**config.mk**
```make
export PLATFORM = sky130hd
export DESIGN_NAME = ivs_top
export DESIGN_NICKNAME = d
export VERILOG_FILES = /design/src/verilog/ivs_pkg.sv /design/src/verilog/ivs_top.sv
export SDC_FILE = /design/constraint.sdc
export NUM_CORES = 1
export LEC_CHECK = 0
export ABC_AREA = 1
export ABC_CLOCK_PERIOD_IN_PS = 4600
export BUFFER_PORTS_ARGS = -buffer_cell sky130_fd_sc_hd__buf_2
export CAP_MARGIN = 20
export CORE_MARGIN = 2
export CORE_UTILIZATION = 42
export CTS_CLUSTER_SIZE = 40
export DETAILED_ROUTE_END_ITERATION = 10
export PLACE_DENSITY = 0.92
export SETUP_SLACK_MARGIN = 0.15
export SLEW_MARGIN = 0
export SYNTH_ARGS = -nofsm -noshare
export SYNTH_HDL_FRONTEND = slang
export SYNTH_SLANG_ARGS = --single-unit
```
**constraint.sdc**
```tcl
create_clock -name hclk -period 4.6 [get_ports hclk]
set_input_delay 0.46 -clock hclk [delete_from_list [all_inputs] [get_ports hclk]]
set_output_delay 0.46 -clock hclk [all_outputs]
set_load 0.03 [all_outputs]
```
**src/verilog/ivs_pkg.sv**
```systemverilog
// constants for the interrupt vector select block
package ivs_pkg;
    // ------------------------------------------------------------------
    // register map (byte addresses on the bus)
    // ------------------------------------------------------------------
    localparam logic [7:0]  IVS_EXT_CTRL_OFS   = 8'h08;
    localparam logic [7:0]  IVS_PEND_OFS       = 8'h0C;
    localparam logic [7:0]  IVS_VEC_OFS        = 8'h10;
    localparam logic [7:0]  IVS_EXT_CTRL_RST   = 8'h00;
    localparam logic [7:0]  IVS_PEND_SRC_OFS   = 8'h14;
    // ------------------------------------------------------------------
    // source indices, lowest vector first
    // ------------------------------------------------------------------
    localparam int          IVS_NSRC           = 9;
    localparam int          IVS_SRC_USB        = 0;
    localparam int          IVS_SRC_SERIAL     = 1;
    localparam int          IVS_SRC_I2C        = 2;
    localparam int          IVS_SRC_TIMER      = 3;
    localparam int          IVS_SRC_PIN        = 4;
    localparam int          IVS_SRC_USB_WAKE   = 5;
    localparam int          IVS_SRC_FLASH      = 6;
    localparam int          IVS_SRC_TRAP       = 7;
    localparam int          IVS_SRC_RESET      = 8;
    // vector base of source 0 and step between sources
    localparam logic [15:0] IVS_VEC_BASE       = 16'hFFEE;
    localparam logic [15:0] IVS_VEC_STEP       = 16'h0002;
    // sources gated by the cpu global mask bit
    localparam logic [8:0]  IVS_MASKABLE       = 9'h07F;
    // sources allowed to end halt
    localparam logic [8:0]  IVS_HALT_WAKE      = 9'h170;
    // idle source code when nothing is pending
    localparam logic [3:0]  IVS_SRC_NONE       = 4'hF;
endpackage : ivs_pkg

```
**src/verilog/ivs_top.sv**
```systemverilog
// interrupt vector select and halt wake-up logic with an ahb-lite slave
//
// Design decision made here: the AHB-Lite slave port.
`timescale 1ns/1ns
`default_nettype none
module ivs_top
    import ivs_pkg::*;
(
    input  wire logic        hclk,
    input  wire logic        hresetn,
    // ahb-lite slave
    input  wire logic        hsel,
    input  wire logic [31:0] haddr,
    input  wire logic [1:0]  htrans,
    input  wire logic        hwrite,
    input  wire logic [2:0]  hsize,
    input  wire logic [31:0] hwdata,
    input  wire logic        hready,
    output logic      [31:0] hrdata,
    output logic             hreadyout,
    output logic             hresp,
    // request sources, same clock domain
    input  wire logic        usb_req,
    input  wire logic        serial_req,
    input  wire logic        i2c_req,
    input  wire logic        timer_req,
    input  wire logic [7:0]  pin_req,
    input  wire logic        usb_wake_req,
    input  wire logic        flash_req,
    input  wire logic        trap_req,
    input  wire logic        reset_req,
    // cpu core side
    input  wire logic        global_mask,
    input  wire logic        halted,
    output logic             irq_valid,
    output logic      [15:0] irq_vector,
    output logic      [3:0]  irq_source,
    output logic             halt_wake
);
    import ivs_pkg::*;

    // ------------------------------------------------------------------
    // helper functions
    // ------------------------------------------------------------------
    // vector address of a source index
    function automatic logic [15:0] ivs_vec_of(input logic [3:0] idx);
        ivs_vec_of = IVS_VEC_BASE + ({12'h000, idx} << 1);
    endfunction : ivs_vec_of

    // highest set index wins, none gives the idle code
    function automatic logic [3:0] ivs_pick(input logic [8:0] req);
        logic [3:0] sel;
        sel = IVS_SRC_NONE;
        for (int i = 0; i < IVS_NSRC; i++)
            if (req[i])
                sel = 4'(i);
        ivs_pick = sel;
    endfunction : ivs_pick

    // ------------------------------------------------------------------
    // source gathering and masking
    // ------------------------------------------------------------------
    logic [7:0] ext_ctrl_q;
    logic [8:0] raw_req;
    logic [8:0] live_req;
    logic [8:0] wake_req;
    logic       pin_any;
    logic [3:0] win_idx;

    // pin lines enabled by the control register merge into one request
    assign pin_any  = |(pin_req & ext_ctrl_q);
    assign raw_req  = {reset_req, trap_req, flash_req,
                       usb_wake_req, pin_any, timer_req,
                       i2c_req, serial_req, usb_req};
    // maskable sources drop while the global mask bit is set
    assign live_req = raw_req & ~(IVS_MASKABLE & {9{global_mask}});
    // wake ignores the mask only for reset; masked wake sources stay off
    assign wake_req = live_req & IVS_HALT_WAKE;
    assign win_idx  = ivs_pick(live_req);

    // winner decode kept as named wires so the register stays a plain copy
    logic        win_valid;
    logic [15:0] win_vec;
    logic        wake_any;

    assign win_valid = (win_idx != IVS_SRC_NONE);
    assign win_vec   = win_valid ? ivs_vec_of(win_idx)
                                 : 16'h0000;
    assign wake_any  = halted & (|wake_req);

    // registered vector presented to the cpu, one cycle behind the sources
    always_ff @(posedge hclk or negedge hresetn)
    begin
        if (!hresetn)
        begin
            irq_valid  <= 1'b0;
            irq_source <= IVS_SRC_NONE;
            irq_vector <= 16'h0000;
            halt_wake  <= 1'b0;
        end
        else
        begin
            irq_valid  <= win_valid;
            irq_source <= win_idx;
            irq_vector <= win_vec;
            halt_wake  <= wake_any;
        end
    end

    // ------------------------------------------------------------------
    // ahb-lite slave
    // ------------------------------------------------------------------
    logic       ph_wr_q;
    logic       ph_rd_q;
    logic [7:0] ph_addr_q;
    logic       take;
    logic [31:0] rd_mux;

    assign take      = hsel & hready & htrans[1];
    assign hreadyout = 1'b1;
    assign hresp     = 1'b0;

    // capture the address phase
    always_ff @(posedge hclk or negedge hresetn)
    begin
        if (!hresetn)
        begin
            ph_wr_q   <= 1'b0;
            ph_rd_q   <= 1'b0;
            ph_addr_q <= 8'h00;
        end
        else
        begin
            ph_wr_q   <= take & hwrite;
            ph_rd_q   <= take & ~hwrite;
            ph_addr_q <= haddr[7:0];
        end
    end

    // control register write in the data phase
    always_ff @(posedge hclk or negedge hresetn)
    begin
        if (!hresetn)
            ext_ctrl_q <= IVS_EXT_CTRL_RST;
        else if (ph_wr_q && ph_addr_q == IVS_EXT_CTRL_OFS)
            ext_ctrl_q <= hwdata[7:0];
    end

    // a write in the data phase lands in the pin enable register
    chk_ctrl_write: assert property (
        @(posedge hclk) disable iff (!hresetn)
        ph_wr_q && ph_addr_q == IVS_EXT_CTRL_OFS
        |=> ext_ctrl_q == $past(hwdata[7:0]))
        else $error("control register write lost");

    // read decode; unmapped words read zero
    always_comb
    begin
        rd_mux = 32'h0000_0000;
        unique case (ph_addr_q)
            IVS_EXT_CTRL_OFS: rd_mux = {24'h000000, ext_ctrl_q};
            IVS_PEND_OFS:     rd_mux = {23'h000000, raw_req};
            IVS_VEC_OFS:      rd_mux = {15'h0000, irq_valid, irq_vector};
            IVS_PEND_SRC_OFS: rd_mux = {28'h0000000, irq_source};
            default:          rd_mux = 32'h0000_0000;
        endcase
    end
    assign hrdata = ph_rd_q ? rd_mux : 32'h0000_0000;

    // ------------------------------------------------------------------
    // checks
    // ------------------------------------------------------------------
    // each check except chk_vector_pair looks one edge ahead: all cpu side outputs are registered
    // and follow the sampled sources by exactly one cycle

    // ------------------------------------------------------------------
    // peripheral sources
    // ------------------------------------------------------------------
    // the global mask bit leaves only trap and reset at the cpu
    chk_mask_blocks: assert property (
        @(posedge hclk) disable iff (!hresetn)
        global_mask && !trap_req && !reset_req |=> !irq_valid)
        else $error("masked request reached the cpu");

    // peripheral requests alone never end halt
    chk_peri_nowake: assert property (
        @(posedge hclk) disable iff (!hresetn)
        (raw_req[8:4] == 5'h00) |=> !halt_wake)
        else $error("peripheral request ended halt");

    // usb request alone takes the lowest vector
    chk_usb_vector: assert property (
        @(posedge hclk) disable iff (!hresetn)
        !global_mask && usb_req && raw_req[8:1] == 8'h00
        |=> irq_vector == 16'hFFEE)
        else $error("usb vector wrong");

    // serial port above usb
    chk_serial_vector: assert property (
        @(posedge hclk) disable iff (!hresetn)
        !global_mask && serial_req && raw_req[8:2] == 7'h00
        |=> irq_vector == 16'hFFF0)
        else $error("serial vector wrong");

    // two-wire bus above serial port
    chk_i2c_vector: assert property (
        @(posedge hclk) disable iff (!hresetn)
        !global_mask && i2c_req && raw_req[8:3] == 6'h00
        |=> irq_vector == 16'hFFF2)
        else $error("i2c vector wrong");

    // timer is the highest peripheral vector
    chk_timer_vector: assert property (
        @(posedge hclk) disable iff (!hresetn)
        !global_mask && timer_req && raw_req[8:4] == 5'h00
        |=> irq_vector == 16'hFFF4)
        else $error("timer vector wrong");

    // the reserved area below the table is never vectored
    chk_vector_pair: assert property (
        @(posedge hclk) disable iff (!hresetn)
        irq_valid |-> irq_vector >= 16'hFFEE && irq_vector[0] == 1'b0)
        else $error("vector outside the table");

    // ------------------------------------------------------------------
    // wake-capable external and flash sources
    // ------------------------------------------------------------------
    // enabled pin lines share one vector
    chk_pin_vector: assert property (
        @(posedge hclk) disable iff (!hresetn)
        !global_mask && pin_any && raw_req[8:5] == 4'h0
        |=> irq_vector == 16'hFFF6)
        else $error("pin vector wrong");

    // an unmasked pin request ends halt
    chk_pin_wake: assert property (
        @(posedge hclk) disable iff (!hresetn)
        halted && !global_mask && pin_any |=> halt_wake)
        else $error("pin request failed to wake");

    // usb suspend end above the pin lines
    chk_usbw_vector: assert property (
        @(posedge hclk) disable iff (!hresetn)
        !global_mask && usb_wake_req && raw_req[8:6] == 3'h0
        |=> irq_vector == 16'hFFF8)
        else $error("usb wake vector wrong");

    // flash programming start below trap
    chk_flash_vector: assert property (
        @(posedge hclk) disable iff (!hresetn)
        !global_mask && flash_req && raw_req[8:7] == 2'h0
        |=> irq_vector == 16'hFFFA)
        else $error("flash vector wrong");

    // an unmasked flash request ends halt
    chk_flash_wake: assert property (
        @(posedge hclk) disable iff (!hresetn)
        halted && !global_mask && flash_req |=> halt_wake)
        else $error("flash request failed to wake");

    // with the mask bit set only reset may end halt
    chk_wake_masked: assert property (
        @(posedge hclk) disable iff (!hresetn)
        global_mask && !reset_req |=> !halt_wake)
        else $error("masked source ended halt");

    // no wake is signalled while the cpu runs
    chk_awake_quiet: assert property (
        @(posedge hclk) disable iff (!hresetn)
        !halted |=> !halt_wake)
        else $error("wake while not halted");

    // ------------------------------------------------------------------
    // cpu sources and idle
    // ------------------------------------------------------------------
    // trap ignores the mask bit
    chk_trap_unmasked: assert property (
        @(posedge hclk) disable iff (!hresetn)
        trap_req && !reset_req |=> irq_vector == 16'hFFFC)
        else $error("trap vector wrong or masked");

    // trap reports its own source code
    chk_trap_source: assert property (
        @(posedge hclk) disable iff (!hresetn)
        trap_req && !reset_req |=> irq_source == 4'h7)
        else $error("trap source code wrong");

    // trap alone never ends halt
    chk_trap_nowake: assert property (
        @(posedge hclk) disable iff (!hresetn)
        trap_req && raw_req[8] == 1'b0 && raw_req[6:4] == 3'h0
        |=> !halt_wake)
        else $error("trap ended halt");

    // reset wins over everything and always ends halt
    chk_reset_wins: assert property (
        @(posedge hclk) disable iff (!hresetn)
        reset_req |=> irq_vector == 16'hFFFE && halt_wake == $past(halted))
        else $error("reset vector or wake wrong");

    // nothing pending gives the idle outputs
    chk_idle_code: assert property (
        @(posedge hclk) disable iff (!hresetn)
        raw_req == 9'h000
        |=> !irq_valid && irq_source == 4'hF && irq_vector == 16'h0000)
        else $error("idle outputs wrong");
endmodule : ivs_top
`default_nettype wire

```
==> run_results.csv <==
group,metric,value,unit
setup_path,crit_arrival,1950,ps
die,die_w,69.7,microns
synthesis,synth_most_common_cell,"nand2_1",
synthesis,yosysSeqAreaShare,41.7,%
layout,nets,375,
sta,setup_ws,2190,ps
pwr,switching_share,31.5,%
layout,ff_latch_area,756,sq um
synthesis,avgSynthCellArea,8.43,sq um
route,drcViolationCount,0,
synthesis,ys_seq_elements,30,
route,first_pass_iters,4,
clocking,clk_pin_slew,60,ps
pwr,power_report.internal_total,425,uW
synthesis,synth-async-reset-ratio,100,%
synthesis,synth_compound_area_share,4.49,%
placement,place_congestion,0.833,
setup_path,cp.required,4140,ps
setup_path,r2r_slack,2660,ps
sta,slew_viol_final,0,
layout,num-fill-cells,382,
placement,hpwl,3380,microns
clocking,h-tree-depth,2,
synthesis,synth_area,1810,sq um
synthesis,synth_cells,215,
synthesis,dominantRegCellSynth,"dfrtp_1",
clocking,postCtsHoldBufs,0,
pwr,power.ir.vdd_worst,0.000185,V
layout,layout-area-overhead-vs-synth,18.3,%
pwr,power_density,289,nW/um^2
global_routing,grt_max_degree,31,
synthesis,synth_area_leaders,"dfrtp_1 36%, buf_4 14%, nand2_1 13%, mux2_4 6.6%, dfstp_2 5.8%",
die,rows,23,
die,dieArea,4860,sq um
setup_path,crit_end,"hrdata[9]",
setup_path,r2r_end,"irq_vector[3]$_DFF_PN0_",
sta,tns,0,ps
global_routing,grt_pass1_wl,6870,microns
die,initial_core_util,44.4,%
global_routing,globalRouteOverflowTotal,0,
setup_path,setup.worst_path.start_class,"register",
sta,tightest_slew,661,ps
layout,final_area,2140,sq um
synthesis,synth_edf_count,0,
sta,hold_viol,0,
synthesis,synth_common_cells,"61 x nand2_1, 33 x buf_4, 26 x dfrtp_1",
placement,pre_cts_slack,2500,ps
flow_run,max-cap-violations,0,
clocking,cts.sinks,30,
sta,finalCritPeriodShare,52.4,%
synthesis,yosysUniqueCellTypes,33,
synthesis,ys_warn_count,0,
die,ios,148,
clocking,clk_latency,290,ps
die,core,4090,sq um
outcome,status,"complete, no violations",
placement,placedCellCount,324,
sta,finalCriticalPeriod,2410,ps
clocking,cts_tree,"yes",
sta,rsz0062_at_grt,"no",
synthesis,post-synth-top-area-cell,"dfrtp_1",
layout,fin_util,52.5,%
clocking,post_cts_buffers,0,
layout,drive_above_1_share,37.0,%
placement,dpl_cell_area,2070,sq um
sta,slew_headroom,55.9,%
route,via_per_inst,4.81,
placement,io_buffers,77,
route,vias,1592,
setup_path,r2r_cells,13,
setup_path,worst_setup_path_end_kind,"primary output",
synthesis,yosys.area_share.adder,1.38,%
clocking,post_cts_resized,0,
pwr,seqPwrFrac,47.6,%
pwr,power_leakage,0.00121,uW
route,drtAntennaViolNets,0,
synthesis,yosys.area_share.simple,26.2,%
global_routing,grt_pass1_vias,1518,
clocking,cts-buffers-inserted,5,
layout,final_cells,331,
setup_path,startpoint,"ph_addr_q[7]$_DFF_PN0_",
clocking,root_buffer,"clkbuf_8",
synthesis,synth_xor_area_share,0,%
layout,antenna_cells,0,
layout,multi_input_area,769,sq um
global_routing,antenna_found_initial,0,
pwr,combPwrFrac,21.0,%
sta,fin_skew,9.75,ps
route,drtIter0Drc,78,
clocking,clock_path_buffers,2,
setup_path,crit_path_max_fanout,8,
die,fp.dieH,69.7,microns
global_routing,grtUsageTotal,18.2,%
synthesis,synth_top_family_by_area,"simple AND/OR/NAND/NOR gates",
route,wire_per_inst,13.1,microns
route,drt_wl_total,4330,microns
setup_path,criticalPathCategory,"register to primary output",
sta,fmax,0.415,GHz
pwr,power_switching,195,uW
synthesis,synth_top_area_share,35.9,%
hold_path,hold_class,"input port to async pin",
setup_path,r2r-start,"ext_ctrl_q[2]$_DFFE_PN0P_",
synthesis,synth_mux_area_share,6.63,%
pwr,pwr-share-clk,31.4,%
sta,setup_viol,0,
-- final cells by class --
type / instances / area share [%]
multi-input cells: 142 / 35.9
flip-flops and latches: 30 / 35.2
repair buffers: 77 / 18.0
inverters: 25 / 4.43
clock buffers: 7 / 3.56
well taps: 50 / 2.92
-- worst min path at each step --
| stage | to |
|---|---|
| after global routing | ph_addr_q[4]$_DFF_PN0_ |
| final | ph_addr_q[2]$_DFF_PN0_ |
| after global placement | ph_addr_q[0]$_DFF_PN0_ |
| after CTS | ph_addr_q[2]$_DFF_PN0_ |
| after detailed placement | ph_addr_q[1]$_DFF_PN0_ |
| after floorplan | ext_ctrl_q[0]$_DFFE_PN0P_ |
-- worst max-delay path, stage by stage, from the launching register on --
cell and delay (ps):
dfrtp_1 400, or2_1 240, nor3_1 120, and2_1 350, and3_1 330, buf_2 240
-- cell families after synthesis --
family,count (synthesis)
other,2
AND/OR/NAND/NOR,102
multiplexers,8
flip-flops,30
AO/OA/AOI/OAI,12
adder cells (fa/ha/maj),2
buffers and inverters,59
-- placed cells by master, fill, tap and decap left out, types with 2 or more instances in the layout --
cell type	synthesis	layout
clkbuf_8	0	5
o21ai_0	4	4
nand3_1	10	10
conb_1	2	18
and3_1	2	2
nand4_1	4	4
mux2_4	8	8
ha_1	2	2
nor2_1	12	12
nand2_2	2	2
dfstp_2	4	4
dfrtp_1	26	26
nor3_1	2	2
nand2_1	61	61
buf_2	1	77
a41oi_1	3	3
inv_1	23	23
clkbuf_1	0	2
-- registers in the layout (all words and copies together) (netlist names) --
| signal | count |
|---|---|
| ext_ctrl_q | 8 |
| ph_addr_q | 8 |
| irq_source | 4 |
| ph_rd_q | 1 |
| ph_wr_q | 1 |
| halt_wake | 1 |
| irq_vector | 6 |
| irq_valid | 1 |
-- metrics by stage --
step                power (uW)  hold slack, ps
CTS                        625             221
detailed placement         428             524
finish                     619             210
floorplan                  401             164
global route               650             258
global placement           425             514
-- metal layers --
layer / track usage, % / up-vias / wire length, microns / share of wire (%)
met5: 0 / - / 0 / 0
met4: 9.62 / 0 / 174 / 4.0
met3: 6.69 / 22 / 369 / 8.5
met2: 30.7 / 84 / 2120 / 49
met1: 20.0 / 726 / 1670 / 39
li1: - / 760 / - / -
-- power by group through the flow --
stage / clock [uW] / sequential (uW) / combinational, uW
after CTS: 200 / 295 / 130
final: 194 / 295 / 130
after floorplan: 0 / 316 / 85.2
after global routing: 213 / 296 / 141
after global placement: 0 / 298 / 127
after detailed placement: 0 / 299 / 129
No activity file was read; power rests on OpenSTA's default activity.
